$ cat src/core/dsio_pkg.sv
package dsio_pkg;
	localparam int DSIO_DATA_W = 8;
	localparam int DSIO_ADDR_W = 21;
	localparam int DSIO_LANE_W = 4;
	localparam int DSIO_CAL_CYCLES = 1024;
	localparam int DSIO_RELOCK_CYCLES = 1024;
	localparam int DSIO_CLK_MISS_CYC = 8;
	localparam int DSIO_FIFO_DEPTH = 32;
	localparam logic DSIO_RW_READ = 1'b1;
	localparam logic DSIO_RW_WRITE = 1'b0;
	localparam logic DSIO_WORD_LO = 1'b0;
	localparam logic DSIO_WORD_HI = 1'b1;

	// Active-low lane masks: a low bit lets its lane through
	function automatic logic [DSIO_DATA_W-1:0] dsio_merge(
		input logic [DSIO_DATA_W-1:0] old_v,
		input logic [DSIO_DATA_W-1:0] new_v,
		input logic [DSIO_DATA_W/DSIO_LANE_W-1:0] mask_n);
		logic [DSIO_DATA_W-1:0] r;
		r = old_v;
		for (int i = 0; i < DSIO_DATA_W / DSIO_LANE_W; i++)
		begin
			if (!mask_n[i])
				r[i*DSIO_LANE_W +: DSIO_LANE_W] = new_v[i*DSIO_LANE_W +: DSIO_LANE_W];
		end
		return r;
	endfunction : dsio_merge
endpackage : dsio_pkg

$ cat src/core/dsio_if.sv
`timescale 1ns/1ps
interface dsio_if
	import dsio_pkg::*;
();
	logic k;
	logic k_n;
	logic c;
	logic c_n;
	logic load_select_n;
	logic rw;
	logic [DSIO_ADDR_W-1:0] addr;
	logic [DSIO_DATA_W-1:0] wdata;
	logic [DSIO_DATA_W/DSIO_LANE_W-1:0] nibble_write_mask_n;
	logic [DSIO_DATA_W-1:0] rdata;
	logic rdata_oe;
	logic echo_clock_true;
	logic echo_clock_comp;

	modport device (
		input k, k_n, c, c_n, load_select_n, rw, addr, wdata, nibble_write_mask_n,
		output rdata, rdata_oe, echo_clock_true, echo_clock_comp
	);
	modport host (
		output k, k_n, c, c_n, load_select_n, rw, addr, wdata, nibble_write_mask_n,
		input rdata, rdata_oe, echo_clock_true, echo_clock_comp
	);
endinterface : dsio_if

$ cat src/core/dsio_fifo.sv
`timescale 1ns/1ps
module dsio_fifo
	import dsio_pkg::*;
#(
	parameter int WIDTH = 2 * DSIO_DATA_W,
	parameter int DEPTH = DSIO_FIFO_DEPTH
) (
	input wire logic ref_clk_i,
	input wire logic rst_i,
	input wire logic in_valid_i,
	output logic in_ready_o,
	input wire logic [WIDTH-1:0] in_data_i,
	output logic out_valid_o,
	input wire logic out_ready_i,
	output logic [WIDTH-1:0] out_data_o,
	output logic [$clog2(DEPTH+1)-1:0] count_o
);
	localparam int PW = $clog2(DEPTH);
	localparam int CW = $clog2(DEPTH + 1);

	typedef struct packed {
		logic [PW-1:0] wr;
		logic [PW-1:0] rd;
		logic [CW-1:0] cnt;
	} dsio_fifo_st_t;

	dsio_fifo_st_t q;
	dsio_fifo_st_t d;
	logic [WIDTH-1:0] mem [DEPTH];
	logic push;
	logic pop;

	assign in_ready_o = (q.cnt != CW'(DEPTH));
	assign out_valid_o = (q.cnt != '0);
	assign out_data_o = mem[q.rd];
	assign count_o = q.cnt;
	assign push = in_valid_i & in_ready_o;
	assign pop = out_valid_o & out_ready_i;

	always_comb
	begin
		d = q;
		if (push)
			d.wr = (q.wr == PW'(DEPTH - 1)) ? '0 : q.wr + 1'b1;
		if (pop)
			d.rd = (q.rd == PW'(DEPTH - 1)) ? '0 : q.rd + 1'b1;
		d.cnt = q.cnt + CW'(push) - CW'(pop);
	end

	always_ff @(posedge ref_clk_i)
	begin
		if (rst_i)
			q <= '0;
		else
			q <= d;
		if (push)
			mem[q.wr] <= in_data_i;
	end
endmodule : dsio_fifo

$ cat src/core/dsio_host.sv
`timescale 1ns/1ps
module dsio_host
	import dsio_pkg::*;
#(
	parameter bit USE_OUT_CLK = 1'b1,
	parameter int DEPTH = DSIO_FIFO_DEPTH
) (
	input wire logic ref_clk_i,
	input wire logic rst_i,
	dsio_if.host bus,
	input wire logic cmd_valid_i,
	output logic cmd_ready_o,
	input wire logic cmd_write_i,
	input wire logic [DSIO_ADDR_W-1:0] cmd_addr_i,
	input wire logic [DSIO_DATA_W-1:0] cmd_wdata0_i,
	input wire logic [DSIO_DATA_W-1:0] cmd_wdata1_i,
	input wire logic [DSIO_DATA_W/DSIO_LANE_W-1:0] cmd_mask0_n_i,
	input wire logic [DSIO_DATA_W/DSIO_LANE_W-1:0] cmd_mask1_n_i,
	output logic rd_valid_o,
	input wire logic rd_ready_i,
	output logic [2*DSIO_DATA_W-1:0] rd_data_o
);
	localparam int MW = DSIO_DATA_W / DSIO_LANE_W;
	localparam int CW = $clog2(DEPTH + 1);

	typedef struct packed {
		logic k;
		logic ld_n;
		logic rw;
		logic [DSIO_ADDR_W-1:0] addr;
		logic [DSIO_DATA_W-1:0] wdata;
		logic [MW-1:0] mask_n;
		logic hold_v;
		logic [DSIO_DATA_W-1:0] hold_w0;
		logic [DSIO_DATA_W-1:0] hold_w1;
		logic [MW-1:0] hold_m0;
		logic [MW-1:0] hold_m1;
		logic [DSIO_DATA_W-1:0] cur_w1;
		logic [MW-1:0] cur_m1;
		logic eq_t_prev;
		logic eq_c_prev;
		logic [DSIO_DATA_W-1:0] r_w0;
		logic push_v;
		logic [2*DSIO_DATA_W-1:0] push_data;
		logic [CW-1:0] outst;
	} dsio_host_st_t;

	dsio_host_st_t q;
	dsio_host_st_t d;
	logic fifo_ready;
	logic [CW-1:0] fifo_cnt;
	logic room;
	logic fire;
	logic pushed;

	// Reads only go out with space reserved, so the fifo can never overflow
	assign room = ({1'b0, fifo_cnt} + {1'b0, q.outst}) < (CW + 1)'(DEPTH);
	assign cmd_ready_o = ~q.k & (cmd_write_i | room);
	assign fire = cmd_valid_i & cmd_ready_o;
	assign pushed = q.push_v & fifo_ready;

	always_comb
	begin
		d = q;
		d.eq_t_prev = bus.echo_clock_true;
		d.eq_c_prev = bus.echo_clock_comp;
		if (!q.k)
		begin
			d.k = 1'b1;
			d.ld_n = ~fire;
			d.rw = cmd_write_i ? DSIO_RW_WRITE : DSIO_RW_READ;
			d.addr = cmd_addr_i;
			d.wdata = q.hold_w0;
			d.mask_n = q.hold_v ? q.hold_m0 : '1;
			d.cur_w1 = q.hold_w1;
			d.cur_m1 = q.hold_v ? q.hold_m1 : '1;
			d.hold_v = fire & cmd_write_i;
			d.hold_w0 = cmd_wdata0_i;
			d.hold_w1 = cmd_wdata1_i;
			d.hold_m0 = cmd_mask0_n_i;
			d.hold_m1 = cmd_mask1_n_i;
		end
		else
		begin
			d.k = 1'b0;
			d.ld_n = 1'b1;
			d.wdata = q.cur_w1;
			d.mask_n = q.cur_m1;
		end
		if (bus.rdata_oe && bus.echo_clock_comp && !q.eq_c_prev)
			d.r_w0 = bus.rdata;
		if (pushed)
			d.push_v = 1'b0;
		if (bus.rdata_oe && bus.echo_clock_true && !q.eq_t_prev)
		begin
			d.push_v = 1'b1;
			d.push_data = {bus.rdata, q.r_w0};
		end
		d.outst = q.outst + CW'(fire & ~cmd_write_i) - CW'(pushed);
	end

	always_ff @(posedge ref_clk_i)
	begin
		if (rst_i)
		begin
			q <= '0;
			q.ld_n <= 1'b1;
			q.mask_n <= '1;
			q.cur_m1 <= '1;
		end
		else
			q <= d;
	end

	assign bus.k = q.k;
	assign bus.k_n = ~q.k;
	assign bus.c = USE_OUT_CLK ? q.k : 1'b1;
	assign bus.c_n = USE_OUT_CLK ? ~q.k : 1'b1;
	assign bus.load_select_n = q.ld_n;
	assign bus.rw = q.rw;
	assign bus.addr = q.addr;
	assign bus.wdata = q.wdata;
	assign bus.nibble_write_mask_n = q.mask_n;

	dsio_fifo #(
		.WIDTH(2 * DSIO_DATA_W),
		.DEPTH(DEPTH)
	) u_fifo (
		.ref_clk_i(ref_clk_i),
		.rst_i(rst_i),
		.in_valid_i(q.push_v),
		.in_ready_o(fifo_ready),
		.in_data_i(q.push_data),
		.out_valid_o(rd_valid_o),
		.out_ready_i(rd_ready_i),
		.out_data_o(rd_data_o),
		.count_o(fifo_cnt)
	);
endmodule : dsio_host

$ cat src/flat_wrapper.sv
// flat-port wrapper written by rule: the top's interface ports become plain ports
module dsio_host_flat import dsio_pkg::*;
#(
	parameter bit USE_OUT_CLK = 1'b1,
	parameter int DEPTH = DSIO_FIFO_DEPTH
)
  (ref_clk_i, rst_i, cmd_valid_i, cmd_ready_o, cmd_write_i, cmd_addr_i, cmd_wdata0_i, cmd_wdata1_i, cmd_mask0_n_i, cmd_mask1_n_i, rd_valid_o, rd_ready_i, rd_data_o, bus_k, bus_k_n, bus_c, bus_c_n, bus_load_select_n, bus_rw, bus_addr, bus_wdata, bus_nibble_write_mask_n, bus_rdata, bus_rdata_oe, bus_echo_clock_true, bus_echo_clock_comp);
  dsio_if bus_i ();
  input wire logic ref_clk_i;
  input wire logic rst_i;
  input wire logic cmd_valid_i;
  output logic cmd_ready_o;
  input wire logic cmd_write_i;
  input wire logic [DSIO_ADDR_W-1:0] cmd_addr_i;
  input wire logic [DSIO_DATA_W-1:0] cmd_wdata0_i;
  input wire logic [DSIO_DATA_W-1:0] cmd_wdata1_i;
  input wire logic [DSIO_DATA_W/DSIO_LANE_W-1:0] cmd_mask0_n_i;
  input wire logic [DSIO_DATA_W/DSIO_LANE_W-1:0] cmd_mask1_n_i;
  output logic rd_valid_o;
  input wire logic rd_ready_i;
  output logic [2*DSIO_DATA_W-1:0] rd_data_o;
  output wire logic [$bits(bus_i.k)-1:0] bus_k;
  output wire logic [$bits(bus_i.k_n)-1:0] bus_k_n;
  output wire logic [$bits(bus_i.c)-1:0] bus_c;
  output wire logic [$bits(bus_i.c_n)-1:0] bus_c_n;
  output wire logic [$bits(bus_i.load_select_n)-1:0] bus_load_select_n;
  output wire logic [$bits(bus_i.rw)-1:0] bus_rw;
  output wire logic [$bits(bus_i.addr)-1:0] bus_addr;
  output wire logic [$bits(bus_i.wdata)-1:0] bus_wdata;
  output wire logic [$bits(bus_i.nibble_write_mask_n)-1:0] bus_nibble_write_mask_n;
  input wire logic [$bits(bus_i.rdata)-1:0] bus_rdata;
  input wire logic [$bits(bus_i.rdata_oe)-1:0] bus_rdata_oe;
  input wire logic [$bits(bus_i.echo_clock_true)-1:0] bus_echo_clock_true;
  input wire logic [$bits(bus_i.echo_clock_comp)-1:0] bus_echo_clock_comp;
  assign bus_k = bus_i.k;
  assign bus_k_n = bus_i.k_n;
  assign bus_c = bus_i.c;
  assign bus_c_n = bus_i.c_n;
  assign bus_load_select_n = bus_i.load_select_n;
  assign bus_rw = bus_i.rw;
  assign bus_addr = bus_i.addr;
  assign bus_wdata = bus_i.wdata;
  assign bus_nibble_write_mask_n = bus_i.nibble_write_mask_n;
  assign bus_i.rdata = bus_rdata;
  assign bus_i.rdata_oe = bus_rdata_oe;
  assign bus_i.echo_clock_true = bus_echo_clock_true;
  assign bus_i.echo_clock_comp = bus_echo_clock_comp;
  dsio_host #(.USE_OUT_CLK(USE_OUT_CLK), .DEPTH(DEPTH)) u_core (.ref_clk_i(ref_clk_i), .rst_i(rst_i), .bus(bus_i), .cmd_valid_i(cmd_valid_i), .cmd_ready_o(cmd_ready_o), .cmd_write_i(cmd_write_i), .cmd_addr_i(cmd_addr_i), .cmd_wdata0_i(cmd_wdata0_i), .cmd_wdata1_i(cmd_wdata1_i), .cmd_mask0_n_i(cmd_mask0_n_i), .cmd_mask1_n_i(cmd_mask1_n_i), .rd_valid_o(rd_valid_o), .rd_ready_i(rd_ready_i), .rd_data_o(rd_data_o));
endmodule
$ cat config.mk
export PLATFORM = sky130hd
export DESIGN_NAME = dsio_host_flat
export DESIGN_NICKNAME = d
export VERILOG_FILES = /design/src/core/dsio_pkg.sv /design/src/core/dsio_if.sv /design/src/core/dsio_fifo.sv /design/src/core/dsio_host.sv /design/src/flat_wrapper.sv
export SDC_FILE = /design/constraint.sdc
export NUM_CORES = 1
export LEC_CHECK = 0
export BUFFER_PORTS_ARGS = -buffer_cell sky130_fd_sc_hd__buf_2
export CORE_MARGIN = 5
export CORE_UTILIZATION = 50
export CTS_BUF_LIST = sky130_fd_sc_hd__clkbuf_8 sky130_fd_sc_hd__clkbuf_16
export DETAILED_ROUTE_END_ITERATION = 10
export MAX_ROUTING_LAYER = met4
export PLACE_DENSITY = 0.67
export SYNTH_ARGS = -nofsm -noshare
export SYNTH_HDL_FRONTEND = slang
export SYNTH_SLANG_ARGS = --single-unit
$ cat constraint.sdc
create_clock -name ref_clk_i -period 3.5 [get_ports ref_clk_i]
set_clock_uncertainty 0.05 [all_clocks]
set_input_delay 0.35 -clock ref_clk_i [delete_from_list [all_inputs] [get_ports ref_clk_i]]
set_output_delay 0.35 -clock ref_clk_i [all_outputs]
set_load 0.01 [all_outputs]
==> impl_metrics.tcl, run 1 <==
set metrics [dict create \
    seq_area_frac_synth_pct 72.2 \
    fin_nets 1752 \
    place.detailed.instances 2215 \
    fp.dieArea_um2 53700 \
    clk_transition_reported_paths_ps 60 \
    hold_viol_final 0 \
    fp.coreArea_um2 48700 \
    gp_congestion 0.785 \
    cp-start-kind "flop" \
    async_flop_share_pct 0 \
    r2r_setup_slack_ps 620 \
    worstSkewPairLatency_ps 600 \
    netlist_instances 1497 \
    avgViaCountPerCell 5.62 \
    die_h_um 232 \
    grt_pass1_vias 13700 \
    power.density_nw_per_um2 575 \
    drive_gt1_share_pct 19.2 \
    ant_nets 0 \
    synth_cell_types 50 \
    worst_pin_slew_ps 1250 \
    tns_ps 0 \
    start_util_pct 50.4 \
    syn_nets 1583 \
    leakagePower_nw 9.57 \
    post-route-period-util_pct 92.0 \
    setup_ws_ps 282 \
    pin_count 112 \
    clock_path_buffers 3 \
    layout.cells.non_filler 2376 \
    synth.top_cell.area_share_pct 62.5 \
    groute.usage.overall_pct 20.9 \
    cts_buffers 59 \
    cts_tree "yes" \
    routedWlPerCell_um 22.8 \
    vias 13400 \
    ys_ff_latch 631 \
    synth_area_leaders "edfxtp_1, dfxtp_1, mux2i_1" \
    n_fill_cell 3626 \
    crit_type "reg2out" \
    ys.flop_type "edfxtp_1" \
    grt_pass1_wl_mm 83.4 \
    rsz0062_at_grt "false" \
    drt_iter0_drc 1205 \
    relSlewSlack_pct 16.7 \
    firstDrtPassIters 5 \
    fin_crit_ps 3220 \
    synth_area_um2 24600 \
    pre_cts_ws_ps 656 \
    maxCapViolations 0 \
    path_max_fanout 14 \
    yosys_warnings 0 \
    synth_edf_count 512 \
    antenna_found_initial 0 \
    die_w_um 232 \
    cts_resized 0 \
    area_growth_syn_to_layout_pct 15.0 \
    cts_root_buf "clkbuf_16" \
    syn_area_per_cell_um2 16.4 \
    dp_hpwl_mm 31.5 \
    status "completed" \
    htree_num_levels 2 \
    required_ps 3100 \
    fmax_mhz 311 \
    routed_wirelength_mm 54.3 \
    rows 81 \
    portBuffers 111 \
    cp-end-kind "output pin" \
    gr-total-overflow 0 \
    yosysTopAreaCell "edfxtp_1" \
    setup_viol 0 \
    critPathArrivalTime_ps 2820 \
    drc_errors 0 \
    slew_viol_final 0 \
    hold_class "in2reg" \
    peakVddDrop_mv 0.401 \
    total_power_mw 16.3 \
    clock-sinks 631 \
    grt_max_degree 64 \
]
through the flow:
step	cell area [um^2]	util, %	hold WS [ps]
floorplan	24600	-	382
global placement	25800	52.9	399
detailed placement	25800	52.9	403
CTS	28200	57.9	101
global route	28300	58.0	177
finish	28300	58.0	148
final timing paths:
check	startpoint	to	cells past startpoint
worst max-delay path	flop	rd_data_o[11]	5
worst min-delay path	cmd_write_i	u_core.bus.rw$_SDFFE_PP0N_	3
worst max register to register	u_core.u_fifo.count_o[2]$_SDFF_PP0_	u_core.q[4]$_SDFF_PP0_	14
worst min register to register	u_core.q[62]$_SDFFE_PP0N_	u_core.bus.wdata[7]$_SDFF_PP0_	2
cell usage after synthesis (7+ instances only):
cell type  instances
nor2b_1           10
nor3_1             7
buf_1              8
mux4_2            64
mux2i_1          177
edfxtp_1         512
inv_1             26
dfxtp_1          119
a22oi_1           97
buf_2             34
buf_4             35
nand4_1           16
nand2_1           75
nor2_1           103
nand3_1           39
o21ai_0           11
ha_1              27
a21oi_1           49
clkbuf_1          31
placed cells by master (no fill, tap or decap), drive strengths merged, types with 27 or more instances in the layout:
cell type    count
clkbuf          69
a22oi           97
nand2           75
ha              27
dlygate4sd3     53
nor2           103
buf            169
mux4            64
mux2i          177
nand3           39
edfxtp         512
dfxtp          119
a21oi           49
inv             38
logic make-up (layout without fill, tap and decap cells):
group | after synthesis | count (layout) | synth area share, %
other cells | 0 | 2 | 0
buf+inv | 140 | 353 | 3.09
fa+ha+maj | 29 | 29 | 1.54
simple gates | 282 | 282 | 5.37
compound gates | 170 | 170 | 4.57
mux | 241 | 241 | 13.1
xor+xnor | 4 | 4 | 0.143
flops | 631 | 631 | 72.2
worst max-delay path, stage by stage, from the launching register on:
cell and delay [ps]:
dfxtp_4 550, buf_4 340, mux4_2 530, a22oi_1 350, nand4_1 230, buf_2 200
final cells by class:
cell class                 instances  area, um^2  area share (%)
timing repair buffer             222        1590            5.64
multi-input combinational        726        6080            21.5
clock buffer                      69        1630            5.75
sequential                       631       17800            62.9
antenna                            2        5.00          0.0177
inverter                          26        97.6           0.345
clock inverter                    36         269           0.952
tap                              664         831            2.94
sequential cells by signal, indices dropped and copies added (netlist names), named ones only:
register	cells
u_core.bus.wdata	8
u_core.bus.load_select_n	1
u_core.bus.nibble_write_mask_n	2
u_core.q	64
u_core.bus.addr	21
u_core.bus.c	1
u_core.u_fifo.mem	512
u_core.u_fifo.q	10
u_core.bus.rw	1
u_core.u_fifo.count_o	6
metal layers:
layer | GRT usage [%] | wire (um) | up-vias
li1 | - | - | 6096
met1 | 28.0 | 22800 | 6741
met2 | 33.4 | 26300 | 458
met3 | 4.70 | 4240 | 65
met4 | 4.49 | 849 | 0
met5 | - | 0 | -
report_power, final:
group	switching, mW	internal [mW]
clock	2.66	3.58
combinational	0.903	0.770
sequential	0.165	8.19
repair_timing:
item / CTS / global route
hold buffers: 53 / 0
endpoints found under the setup margin: 0 / 3
setup buffers: 0 / 1
endpoints found under the hold margin: 65 / 0
Power figures use the tool's default switching activity.
==> run 2, diff against run 1 <==
--- a/config.mk
+++ b/config.mk
@@ -14,4 +14,5 @@
 export PLACE_DENSITY = 0.67
 export SYNTH_ARGS = -nofsm -noshare
 export SYNTH_HDL_FRONTEND = slang
+export SYNTH_HIERARCHICAL = 1
 export SYNTH_SLANG_ARGS = --single-unit
==> run 2 against run 1 <==
  * Hold slack worse by 71 ps
  * Final area is 0.22% higher
  * Synthesized cell count rose by 0.20%
==> impl_metrics.tcl, run 2 <==
set metrics [dict create \
    hold_path_depth 4 \
    syn_nets 1586 \
    vias 13400 \
    cp-end-kind "output pin" \
    critPathTopFamily "flip-flops" \
    synth_area_um2 24700 \
    synth_common_cells "edfxtp_1, mux2i_1, dfxtp_1, nor2_1, a22oi_1" \
    seq_area_frac_synth_pct 71.9 \
    hold_end "u_core/bus.rw$_SDFFE_PP0N_" \
    drt_iter0_drc 1128 \
    syn_area_per_cell_um2 16.5 \
    start_util_pct 50.5 \
    die_h_um 232 \
    area_growth_syn_to_layout_pct 14.8 \
    reg2reg_to "u_core/q[4]$_SDFF_PP0_" \
    routed_wirelength_mm 54.7 \
    required_ps 3100 \
    groute.usage.overall_pct 20.9 \
    post-route-period-util_pct 95.3 \
    firstDrtPassIters 7 \
    hold_class "in2reg" \
    synth_edf_count 512 \
    grt_max_degree 116 \
    status "completed" \
    r2r_setup_slack_ps 500 \
    synth.most_common_cell "edfxtp_1" \
    layout.cells.non_filler 2386 \
    worstSkewPairLatency_ps 610 \
    async_flop_share_pct 0 \
    netlist_instances 1500 \
    synth_cell_types 49 \
    leakagePower_nw 9.62 \
    holdWs_ps 76.6 \
    hold_viol_final 0 \
    crit_slowest_cell "dfxtp_4" \
    fp.coreArea_um2 48800 \
    n_fill_cell 3712 \
    drc_errors 0 \
    synth_area_leaders "edfxtp_1, dfxtp_1, mux2i_1" \
    path_cells "buf_12 > mux4_2 > a22oi_1 > nand4_1 > buf_2" \
    synth.top_cell.area_share_pct 62.3 \
    tns_ps 0 \
    worst_pin_slew_ps 1280 \
    relSlewSlack_pct 14.5 \
    ys.flop_type "edfxtp_1" \
    final_cell_mix "edfxtp_1, mux2i_1, dfxtp_1, buf_2, nor2_1" \
    peakVddDrop_mv 0.606 \
    ant_nets 0 \
    die_w_um 232 \
    rows 81 \
    cts_root_buf "clkbuf_16" \
    power.density_nw_per_um2 575 \
    crit_buf_inv 2 \
    routedWlPerCell_um 22.9 \
    fin_crit_ps 3330 \
    largest_reg_flops 512 \
    critPathArrivalTime_ps 2930 \
    cts_tree "yes" \
    antenna_found_initial 1 \
    portBuffers 111 \
    max_stage_delay_ps 550 \
    final_core_util_pct 58.0 \
    drive_gt1_share_pct 19.5 \
    hp-start "cmd_write_i" \
    rsz0062_at_grt "false" \
    clock-sinks 631 \
    yosysTopAreaCell "edfxtp_1" \
    cp-start-kind "flop" \
    grt_pass1_vias 13500 \
    r2r-start "u_core/q[5]$_SDFF_PP0_" \
    reg2reg_depth 11 \
    maxCapViolations 0 \
    yosys_warnings 6 \
    total_power_mw 16.3 \
    pin_count 112 \
    fin_nets 1755 \
    crit_type "reg2out" \
    slew_viol_final 0 \
    htree_num_levels 2 \
    fp.dieArea_um2 53900 \
    final_common_cell "edfxtp_1" \
    grt_pass1_wl_mm 83.1 \
    place.detailed.instances 2216 \
    fmax_mhz 300 \
    gp_congestion 0.817 \
    cts_buffers 61 \
    gr-total-overflow 0 \
    regMostFlops "u_core/u_fifo/mem" \
    clock_path_buffers 3 \
    ys_ff_latch 631 \
    setup_viol 0 \
    clk_transition_reported_paths_ps 60 \
    avgViaCountPerCell 5.61 \
    path_max_fanout 26 \
    dp_hpwl_mm 32.4 \
]
[run 2: changes by cell type after synthesis, moves of 5 or more]
| cell | change |
|---|---|
| inv_1 | -6 |
| nor3_1 | -5 |
| clkbuf_1 | -8 |
| buf_4 | +10 |
| buf_2 | +5 |
[run 2: how the worst max path moves through the flow]
stage               slack (ps)  cells after the start                     end                                 from
floorplan                  540                     12  u_core/q[4]$_SDFF_PP0_  u_core/u_fifo/count_o[5]$_SDFF_PP0_
global placement           520                     11  u_core/q[4]$_SDFF_PP0_               u_core/q[5]$_SDFF_PP0_
detailed placement         510                     11  u_core/q[4]$_SDFF_PP0_               u_core/q[5]$_SDFF_PP0_
CTS                        130                      6            rd_data_o[3]                                 flop
global route                10                      5            rd_data_o[7]                                 flop
finish                     170                      5           rd_data_o[14]                                 flop
[run 2: worst register-to-register path, cell delays in order (launching register included)]
cell and delay [ps]:
dfxtp_1 320, ha_1 280, or4_1 480, a21oi_2 160, nand4b_1 110, ha_1 290
inv_1 40, ha_1 220, fa_1 440, a21o_1 180, a21oi_1 170, mux2i_1 180
[run 2: logic make-up (layout without fill, tap and decap cells)]
| group | after synthesis | in the layout | synth area share, % |
|---|---|---|---|
| DFF | 631 | 631 | 71.9 |
| and+or+nand+nor | 280 | 280 | 5.36 |
| muxes | 242 | 242 | 13.1 |
| AOI/OAI and AO/OA | 172 | 172 | 4.65 |
| buffers and inverters | 141 | 361 | 3.28 |
| adders and majority gates | 29 | 29 | 1.53 |
| xor gates and xnor gates | 5 | 5 | 0.177 |
| other | 0 | 2 | 0 |
[run 2: cell type report]
type / instances / area [um^2] / share of cell area, %
Antenna cell: 2 / 5.00 / 0.0177
Clock buffer: 70 / 1680 / 5.94
Clock inverter: 44 / 221 / 0.782
Inverter: 21 / 81.3 / 0.287
Multi-Input combinational cell: 728 / 6130 / 21.6
Sequential cell: 631 / 17800 / 62.7
Tap cell: 664 / 831 / 2.93
Timing Repair Buffer: 226 / 1610 / 5.69
[run 2: stage by stage]
| stage | setup WS [ps] | area [um^2] |
|---|---|---|
| after detailed placement | 510 | 25900 |
| after global routing | 12.4 | 28300 |
| final | 166 | 28300 |
| after CTS | 129 | 28300 |
| after floorplan | 543 | 24700 |
| after global placement | 517 | 25900 |
[run 2: layer usage]
layer  part of all wire (%)  GRT usage, %
met1                     42          28.0
met2                     50          34.1
met3                    5.6          3.15
met4                    2.4          5.74
met5                      0             -
[run 2: timing repair]
action,CTS,global route
setup buffers,1,0
hold buffers,53,0
endpoints found under the setup margin,3,0
endpoints found under the hold margin,63,0
gates resized for setup,1,0
[run 2: report_power, final]
group / total (mW) / internal, mW / leakage, nW / switching [mW]
Combinational: 1.76 / 0.803 / 2.88 / 0.959
Sequential: 8.33 / 8.19 / 5.75 / 0.138
Clock: 6.19 / 3.48 / 0.987 / 2.71
